`config.mk`:
```
export PLATFORM = sky130hd
export DESIGN_NAME = block_read_sequencer
export DESIGN_NICKNAME = d
export VERILOG_FILES = /design/src/beat_swap_stage.v /design/src/block_read_sequencer.v
export VERILOG_INCLUDE_DIRS = /design/src /design/src/src
export SDC_FILE = /design/constraint.sdc
export NUM_CORES = 1
export LEC_CHECK = 0
export BUFFER_PORTS_ARGS = -buffer_cell sky130_fd_sc_hd__buf_2
export CELL_PAD_IN_SITES_DETAIL_PLACEMENT = 0
export CELL_PAD_IN_SITES_GLOBAL_PLACEMENT = 1
export CORE_ASPECT_RATIO = 1.4
export CORE_MARGIN = 10
export CORE_UTILIZATION = 45
export DETAILED_ROUTE_END_ITERATION = 8
export PLACE_DENSITY_LB_ADDON = 0.1
export SLEW_MARGIN = 20
export SYNTH_ARGS = -nofsm -noshare
export SYNTH_HDL_FRONTEND = slang
export SYNTH_SLANG_ARGS = --single-unit
```
`constraint.sdc`:
```
create_clock -name clk_sys -period 9.45 [get_ports clk_sys]
set_input_delay 0.4725 -clock clk_sys [delete_from_list [all_inputs] [get_ports clk_sys]]
set_output_delay 0.4725 -clock clk_sys [all_outputs]
set_load 0.01 [all_outputs]
```
`src/blk_read_regs.vh`:
```
// Constants for the stack block read sequencer: opcodes, opcode fields,
// and reset values.
// Assumes it is included by bare name into each design file that needs it.
`ifndef BLK_READ_REGS_VH
`define BLK_READ_REGS_VH

// =====================================================================
// Stack opcodes
`define OP_FIXED_ADDRESS_BLOCK_READ   8'h12
`define OP_FIXED_ADDRESS_SWAPPED_READ 8'h13
`define OP_INCREMENTING_BLOCK_READ    8'h32
`define OP_INCREMENTING_SWAPPED_READ  8'h33

// =====================================================================
// Opcode fields
`define OP_SWAP_BIT 0
`define OP_INCR_BIT 5

// =====================================================================
// Reset values
`define RST_ADDR  32'h0000_0000
`define RST_COUNT 32'h0000_0000
`define RST_BEAT  64'h0000_0000_0000_0000

`endif

```
`src/beat_swap_stage.v`:
```
// One-entry output register for read beats, with optional word swap.
// Assumes the consumer and producer run on clk_sys.
`timescale 1ns/1ps
`include "blk_read_regs.vh"

module beat_swap_stage #(
  parameter BEAT_WIDTH = 64
) (
  input  wire                  clk_sys,
  input  wire                  rst_b,
  input  wire                  ce,
  input  wire                  in_valid,
  output wire                  in_ready,
  input  wire [BEAT_WIDTH-1:0] in_data,
  input  wire                  in_swap,
  output wire                  out_valid,
  input  wire                  out_ready,
  output wire [BEAT_WIDTH-1:0] out_data
);

  localparam HALF = BEAT_WIDTH / 2;

  reg                  valid_reg;
  reg [BEAT_WIDTH-1:0] data_reg;
  wire                 take;

  // A new beat may enter in the same cycle the old one leaves
  assign in_ready  = ce & (~valid_reg | out_ready);
  assign take      = in_valid & in_ready;
  assign out_valid = valid_reg;
  assign out_data  = data_reg;

  // =====================================================================
  // Storage
  always @(posedge clk_sys or negedge rst_b) begin
    if (!rst_b) begin
      valid_reg <= 1'b0;
      data_reg  <= `RST_BEAT;
    end else if (ce) begin
      if (take) begin
        valid_reg <= 1'b1;
        if (in_swap) begin
          data_reg <= {in_data[HALF-1:0], in_data[BEAT_WIDTH-1:HALF]};
        end else begin
          data_reg <= in_data;
        end
      end else if (out_ready) begin
        valid_reg <= 1'b0;
      end
    end
  end

endmodule

```
`src/block_read_sequencer.v`:
```
// Block read engine of a bus controller command stack: turns one stack
// opcode into a run of bus block read beats and streams the data out.
// Assumes the command source, the bus master port and the data consumer
// are all logic on clk_sys, so no input is synchronised here.
`timescale 1ns/1ps
`include "blk_read_regs.vh"

// Notes on behaviour
// - FIFO reads hold address, memory reads advance.
// - 0x12 fixed read, 0x13 swapped fixed.
// - 0x32 incrementing read, 0x33 swapped incrementing.
// - Stop on bus error or transfer limit.
// - Accumulator count: mask, rotate left, use.
module block_read_sequencer #(
  parameter ADDR_WIDTH = 32,
  parameter BEAT_WIDTH = 64,
  parameter ADDR_STEP  = 8
) (
  input  wire                  clk_sys,
  input  wire                  rst_b,
  input  wire                  ce,
  // Command from the stack
  input  wire                  cmd_valid,
  output wire                  cmd_ready,
  input  wire [7:0]            cmd_opcode,
  input  wire [ADDR_WIDTH-1:0] cmd_address,
  input  wire [31:0]           cmd_limit,
  input  wire                  cmd_use_accu,
  input  wire [31:0]           accu_value,
  input  wire [31:0]           accu_mask,
  input  wire [4:0]            accu_shift,
  output reg                   cmd_reject,
  // Bus master side
  output reg                   bus_req,
  output reg  [ADDR_WIDTH-1:0] bus_addr,
  input  wire                  bus_ack,
  input  wire                  bus_berr,
  input  wire [BEAT_WIDTH-1:0] bus_data,
  // Output data stream
  output wire                  out_valid,
  input  wire                  out_ready,
  output wire [BEAT_WIDTH-1:0] out_data,
  // Status
  output wire                  busy,
  output reg                   done,
  output reg                   done_berr,
  output reg  [31:0]           done_count
);

  // =====================================================================
  // States
  localparam [3:0] ST_IDLE = 4'b0001;
  localparam [3:0] ST_REQ  = 4'b0010;
  localparam [3:0] ST_PUSH = 4'b0100;
  localparam [3:0] ST_DONE = 4'b1000;

  reg [3:0]            state_reg;
  reg [3:0]            state_next;
  reg [ADDR_WIDTH-1:0] addr_reg;
  reg [31:0]           limit_reg;
  reg [31:0]           count_reg;
  reg                  incr_reg;
  reg                  swap_reg;
  reg                  berr_reg;
  reg [BEAT_WIDTH-1:0] beat_reg;
  reg [ADDR_WIDTH-1:0] req_addr_next;

  wire        known_op;
  wire [31:0] masked;
  wire [63:0] doubled;
  wire [31:0] accu_count;
  wire [31:0] start_limit;
  wire        cmd_take;
  wire        stage_ready;
  wire        push_done;
  wire        last_beat;

  // =====================================================================
  // Command decode
  assign known_op = (cmd_opcode == `OP_FIXED_ADDRESS_BLOCK_READ)   |
                    (cmd_opcode == `OP_FIXED_ADDRESS_SWAPPED_READ) |
                    (cmd_opcode == `OP_INCREMENTING_BLOCK_READ)    |
                    (cmd_opcode == `OP_INCREMENTING_SWAPPED_READ);

  // Rotate by doubling the word, so any shift of 0..31 is one barrel stage
  assign masked      = accu_value & accu_mask;
  assign doubled     = {masked, masked} << accu_shift;
  assign accu_count  = doubled[63:32];
  // The qualifier reaching us already chose the opcode; we only take the count
  assign start_limit = cmd_use_accu ? accu_count : cmd_limit;

  assign cmd_ready   = ce & state_reg[0];
  assign cmd_take    = cmd_valid & cmd_ready;
  assign busy        = ~state_reg[0];
  assign push_done   = state_reg[2] & stage_ready;
  assign last_beat   = (count_reg + 32'h0000_0001) >= limit_reg;

  // =====================================================================
  // Next request address; the step is applied once per accepted beat
  always @* begin
    if (state_reg[0]) begin
      req_addr_next = cmd_address;
    end else if (push_done && incr_reg) begin
      req_addr_next = addr_reg + ADDR_STEP[ADDR_WIDTH-1:0];
    end else begin
      req_addr_next = addr_reg;
    end
  end

  // =====================================================================
  // Sequencing
  always @* begin
    state_next = state_reg;
    case (state_reg)
      ST_IDLE: begin
        if (cmd_take && known_op) begin
          if (start_limit == `RST_COUNT) begin
            state_next = ST_DONE;
          end else begin
            state_next = ST_REQ;
          end
        end
      end
      ST_REQ: begin
        if (bus_berr) begin
          state_next = ST_DONE;
        end else if (bus_ack) begin
          state_next = ST_PUSH;
        end
      end
      ST_PUSH: begin
        if (stage_ready) begin
          if (last_beat) begin
            state_next = ST_DONE;
          end else begin
            state_next = ST_REQ;
          end
        end
      end
      ST_DONE: begin
        state_next = ST_IDLE;
      end
      default: begin
        state_next = ST_IDLE;
      end
    endcase
  end

  always @(posedge clk_sys or negedge rst_b) begin
    if (!rst_b) begin
      state_reg  <= ST_IDLE;
      addr_reg   <= `RST_ADDR;
      limit_reg  <= `RST_COUNT;
      count_reg  <= `RST_COUNT;
      incr_reg   <= 1'b0;
      swap_reg   <= 1'b0;
      berr_reg   <= 1'b0;
      beat_reg   <= `RST_BEAT;
      bus_req    <= 1'b0;
      bus_addr   <= `RST_ADDR;
      cmd_reject <= 1'b0;
      done       <= 1'b0;
      done_berr  <= 1'b0;
      done_count <= `RST_COUNT;
    end else if (ce) begin
      // Low clock enable freezes all of this, the bus request included
      state_reg  <= state_next;
      cmd_reject <= cmd_take & ~known_op;
      done       <= 1'b0;
      done_berr  <= 1'b0;
      if (cmd_take && known_op) begin
        addr_reg  <= cmd_address;
        limit_reg <= start_limit;
        count_reg <= `RST_COUNT;
        incr_reg  <= cmd_opcode[`OP_INCR_BIT];
        swap_reg  <= cmd_opcode[`OP_SWAP_BIT];
        berr_reg  <= 1'b0;
      end
      if (state_reg[1] && bus_ack && !bus_berr) begin
        beat_reg <= bus_data;
      end
      if (state_reg[1] && bus_berr) begin
        berr_reg <= 1'b1;
      end
      if (push_done) begin
        count_reg <= count_reg + 32'h0000_0001;
        if (incr_reg) begin
          addr_reg <= addr_reg + ADDR_STEP[ADDR_WIDTH-1:0];
        end
      end
      // Request is dropped on the answering edge; address is held meanwhile
      bus_req  <= (state_next == ST_REQ);
      if (state_next == ST_REQ) begin
        bus_addr <= req_addr_next;
      end
      if (state_reg[3]) begin
        done       <= 1'b1;
        done_berr  <= berr_reg;
        done_count <= count_reg;
      end
    end
  end

  // =====================================================================
  // Output stage; its ready stalls the engine in ST_PUSH
  beat_swap_stage #(
    .BEAT_WIDTH (BEAT_WIDTH)
  ) u_stage (
    .clk_sys   (clk_sys),
    .rst_b     (rst_b),
    .ce        (ce),
    .in_valid  (state_reg[2]),
    .in_ready  (stage_ready),
    .in_data   (beat_reg),
    .in_swap   (swap_reg),
    .out_valid (out_valid),
    .out_ready (out_ready),
    .out_data  (out_data)
  );

endmodule
```
# ---- Word-level counts from Yosys, hierarchy flattened
# Cells that the tools add are included.
dict set report totals {
  ff_bits 300
  latchBits 0
  ramBits 0
  mem_bits_ro 0
  out_inout_bits 135
  elab_cells 81
  memories 0
}
dict set report classes {
  n_addsub 2
  n_mul 0
  div 0
  order_cmp 1
  eq_ne 8
  shifts 1
  n_mux 22
  bitwise_logic 13
  reduce_logical 18
}
# operator n
set ops {}
lappend ops {{$mux 32} 8}
lappend ops {{$mux 64} 1}
lappend ops {{$shl 64x5->64} 1}
lappend ops {{$add 32x1->32 const B} 1}
lappend ops {{$add 32x4->32 const B} 1}
lappend ops {{$and 32x32->32} 1}
lappend ops {{$ge 32x32->1} 1}
lappend ops {{$logic_not 32->1} 1}
lappend ops {{$mux 4} 6}
lappend ops {{$eq 8x5->1 const B} 2}
lappend ops {{$eq 8x6->1 const B} 2}
lappend ops {{$reduce_and 2->1} 8}
lappend ops {{$pmux 4 s3} 1}
lappend ops {{$eq 4x2->1 const B} 2}
lappend ops {{$mux 1} 6}
lappend ops {{$reduce_bool 2->1} 3}
lappend ops {{$and 1x1->1} 5}
lappend ops {{$logic_and 1x1->1} 5}
lappend ops {{$eq 4x1->1 const B} 1}
lappend ops {{$eq 4x3->1 const B} 1}
lappend ops {{$or 1x1->1} 4}
lappend ops {{$not 1->1} 3}
lappend ops {{$logic_not 1->1} 1}

# ---- Longest topological paths before layout
dict set report logic_depth {
  depth_word 9
  mapped_depth 18
}

# ---- Hierarchy
# A second synthesis with hierarchy kept.
dict set report hier_totals {
  cells_unflattened 1744
  hier_area_um2 17824.6
}
# module instances cells_per_inst area_per_inst_um2 seq_area_each_um2
set by_module_without_submodules {}
lappend by_module_without_submodules {block_read_sequencer 1 1531 14579.0 5881.9}
lappend by_module_without_submodules {beat_swap_stage 1 213 3245.6 1626.6}

# ---- Least setup slack after synthesis
# OpenSTA, ideal clock, no wires.
dict set report synth_path {
  kind {register -> register}
  start {register count_reg[5]}
  end {register bus_addr[10]}
  setup_time_ns 0.125
  t_arrival_ns 4.261
  t_required_ns 9.325
  path_slack_ns 5.064
  path_stages_with_launch 19
  n_path_buf 2
  cell_sequence {dfrtp_1 and2_1 or3b_2 nor3_1 and3_1 clkbuf_1 nand3_1 nor2_1 and3_1 xor2_1 ha_1 a21oi_1 nor2b_1 o21ai_0 o211ai_1 o31a_1 o21bai_4 buf_6 mux2_4}
}
dict set report synth_via {
  elab_chain_len 7
}
# element line_no
set synth_rtl {}
lappend synth_rtl {{start: declaration} block_read_sequencer.v:61} ;# reg [31:0] count_reg;
lappend synth_rtl {{start signal: assignment} block_read_sequencer.v:154} ;# count_reg <= `RST_COUNT;
lappend synth_rtl {{start signal: assignment} block_read_sequencer.v:174} ;# count_reg <= `RST_COUNT;
lappend synth_rtl {{start signal: assignment} block_read_sequencer.v:186} ;# count_reg <= count_reg + 32'h0000_0001;
lappend synth_rtl {{$add 32x1->32} block_read_sequencer.v:96} ;# assign last_beat = (count_reg + 32'h0000_0001) >= limit_reg;
lappend synth_rtl {{$ge 32x32->1} block_read_sequencer.v:96}
lappend synth_rtl {{$mux 4} block_read_sequencer.v:133} ;# if (last_beat) begin
lappend synth_rtl {{$mux 4} block_read_sequencer.v:132} ;# if (stage_ready) begin
lappend synth_rtl {{$pmux 4 s3} block_read_sequencer.v:114} ;# case (state_reg)
lappend synth_rtl {{$eq 4x2->1} block_read_sequencer.v:193} ;# if (state_next == ST_REQ) begin
lappend synth_rtl {{$reduce_and 2->1 (no source line)} n/a}
lappend synth_rtl {{end signal: assignment} block_read_sequencer.v:160} ;# bus_addr <= `RST_ADDR;
lappend synth_rtl {{end signal: assignment} block_read_sequencer.v:194} ;# bus_addr <= req_addr_next;
lappend synth_rtl {{end: declaration} block_read_sequencer.v:35} ;# output reg [ADDR_WIDTH-1:0] bus_addr,
# No other way between the ends.
# A chain may end at the register's enable or synchronous reset.

# ---- Worst setup path after layout
dict set report layout_path {
  start {register count_reg[0]}
  end {register bus_addr[2]}
}
# The elaborated chain is that of the path after synthesis.

==> run_results.csv <==
group,metric,value,unit
run_status,status,"finished, final reports clean",
timing,finalCritPeriodShare,57.3,%
cts,hold_buffers,1,
routing,dr_wl_met2,25100,µm
synthesis,ys_warn_count,0,
synthesis,synth_seq_cells,300,
pwr,peakVddDrop,0.117,mV
floorplanning,die_w,186,µm
run,cap_viol_max_count,0,
routing,dr_total_vias,13900,
routing,drc,0,
routing,wirelength_met1,21200,µm
synthesis,synthArstFlopShare,100,%
synthesis,synth_area,17300,µm²
grt,grt_pass1_vias,14300,
floorplanning,core_area,37700,µm²
routing,routedWlPerCell,20.3,µm
floorplanning,rows,84,
place,routabilityCongestion,0.886,
synthesis,synth_fp_nets,1967,
timing,fmax,0.185,GHz
critical_path,rr_worst_depth,17,
cts,cts_sinks,300,
floorplanning,ios,348,
layout,fin_area,20400,µm²
cts,htreeDepth,1,
grt,grt_pass1_wl,80100,µm
place,placed_cell_area,19200,µm²
synthesis,synth_edf_count,0,
cts,cts_tree,"done",
routing,dr.pass1.iters,5,
synthesis,synthCells,1720,
hold_path,hp-class,"in -> reg",
grt,overflow,0,
timing,rsz0062_at_grt,"false",
hold_path,hold_depth,3,
timing,finClkSkew,0.0166,ns
critical_path,cp_slowest_cell,"nor4_1",
pwr,leakage,9.94,nW
synthesis,dominantRegCellSynth,"dfrtp_1",
routing,wirelength,51000,µm
timing,tightest_slew,1.05,ns
routing,wl_met3,2950,µm
synthesis,synth.distinct_cells,71,
grt,grt_usage,21.3,%
routing,drt-initial-drc-count,941,
timing,tns,0,ns
cts,cts_resized,0,
pwr,pwr_density_cell,148,nW/µm²
place,post-dp-hpwl,38300,µm
critical_path,cp_max_fo,34,
critical_path,crit_type,"reg -> reg",
cts,clk_path_buf_depth,3,
routing,highest_layer,"met5",
layout,drive_gt1_share,30.0,%
critical_path,cp.required,9.92,ns
floorplanning,die_h,252,µm
layout,final_nets,2257,
routing,via_per_inst,5.56,
critical_path,endpoint_kind,"flip-flop",
synthesis,postSynthAreaPerCell,10.0,µm²
layout,fill_cells,3489,
timing,drv_slew,0,
timing,relSlewSlack,29.7,%
grt,grt_max_degree,123,
floorplanning,die_area,46700,µm²
cts,cts_root_buffer,"clkbuf_16",
routing,ant_nets,0,
critical_path,critPathLaunchType,"flip-flop",
layout,synthToLayoutAreaGrowth,18.1,%
cts,cts_setup_buffers,0,
critical_path,cp.arrival,5.88,ns
floorplanning,start_util,45.8,%
synthesis,seq_area_frac_synth,43.5,%
timing,fin_crit,5.41,ns
cts,clk_latency,0.58,ns
place,io_buffers,347,
cts,cts_buffers,31,
critical_path,crit_chain,"ha_1 -> nand3_1 -> nor4_1 -> nand3_1 -> nor2_1 -> nand2_1 -> nor2_1 -> nand2_1 -> xnor2_1 -> ha_1 -> nor2b_1 -> o21ai_0 -> o211ai_1 -> o31a_1 -> o21bai_4 -> buf_4 -> mux2_2",
critical_path,max_stage_delay,0.66,ns
timing,finalSetupViolCount,0,
timing,hold_viol_final,0,
grt,antenna_found_initial,7,
cts,clk_pin_slew,0.06,ns
worst paths after layout:
kind | startpoint | to | slack (ns)
min reg2reg | u_stage.out_data[21] | u_stage.out_data[21] | 0.47
min | cmd_address[2] | addr_reg[2] | 0.1
max in group asynchronous | rst_b | swap_reg | 7.46
max reg2reg | count_reg[0] | bus_addr[2] | 4.04
max | count_reg[0] | bus_addr[2] | 4.04
min in group asynchronous | rst_b | done_count[14] | 0.51
metrics by stage:
stage / utilization, % / std cells / worst slack (ns) / hold slack [ns] / power, mW
2_1_floorplan: - / 1720 / 5.06 / 0.177 / 1.61
3_3_place_gp: 51.0 / 2447 / 4.22 / 0.454 / 1.77
6_report: 54.1 / 2508 / 4.04 / 0.0993 / 3.02
5_1_grt: 54.1 / 2508 / 3.51 / 0.0883 / 3.16
4_1_cts: 53.9 / 2505 / 4.04 / 0.0580 / 3.06
3_5_place_dp: 51.0 / 2447 / 4.07 / 0.464 / 1.78
synth_stat cells, drive strengths merged, types with 28 or more instances:
library cell,n,area [µm²]
o21ai,196,981
nor2,109,409
clkbuf,78,293
mux2,139,1670
xor2,28,245
nand2,255,957
buf,28,171
dfrtp,299,7480
mux2i,99,991
xnor2,29,254
nor3,32,160
nand3,36,180
inv,47,176
mux4,42,950
ha,34,425
power breakdown:
group          switching [mW]  leakage (nW)  internal [mW]
Clock                   0.518         0.538          0.751
Combinational           0.212          5.27          0.174
Sequential             0.0414          4.14           1.33
Total                   0.771          9.94           2.25
critical path: cells and delay by family (launching register included):
kind / cells / cell delay [ns]
adder cells (fa/ha/maj): 2 / 0.56
buffers and inverters: 1 / 0.52
AND/OR/NAND/NOR: 8 / 2.43
AO/OA/AOI/OAI: 4 / 0.73
flip-flops: 1 / 0.46
XOR/XNOR: 1 / 0.15
multiplexers: 1 / 0.40
routing by layer:
layer  GRT usage (%)  up-vias
met5               0        -
met4            7.55       10
met3            3.96       93
met2            36.2      406
met1            26.5     6664
li1                -     6770
cells in the final DEF (no fill, tap or decap), types with 11 or more instances in the layout:
cell type,instances
buf_4,13
mux2_4,28
nor2_1,108
mux2_2,111
mux4_2,41
ha_1,34
inv_1,46
buf_2,346
a211oi_1,17
o21ai_0,196
nand3_1,36
a21oi_1,26
o211ai_1,16
nand4_1,17
and2_1,25
xor2_1,28
o22ai_1,24
clkbuf_16,31
nor3_1,32
xnor2_1,29
mux2i_1,99
clkbuf_8,12
dfrtp_1,298
o31ai_1,11
a21o_1,17
nand2_1,254
and3_1,18
cell families (layout without fill, tap and decap cells):
| family | after synthesis | in the layout | synth area share (%) |
|---|---|---|---|
| AO/OA/AOI/OAI | 370 | 370 | 13.2 |
| XOR/XNOR | 57 | 57 | 2.89 |
| adder cells (fa/ha/maj) | 34 | 34 | 2.46 |
| buffers and inverters | 156 | 470 | 3.78 |
| flip-flops | 300 | 300 | 43.5 |
| multiplexers | 280 | 280 | 20.9 |
| other | 0 | 1 | 0 |
| AND/OR/NAND/NOR | 523 | 523 | 13.3 |
final cells by class:
cell class	instances	area, µm²	share of cell area (%)
Clock buffer	46	952	4.67
Inverter	50	188	0.920
Clock inverter	11	126	0.620
Antenna cell	1	2.50	0.0123
Timing Repair Buffer	363	1910	9.36
Tap cell	473	592	2.90
Sequential cell	300	7510	36.8
Multi-Input combinational cell	1264	9110	44.7
(Power assumes the default switching activity.)
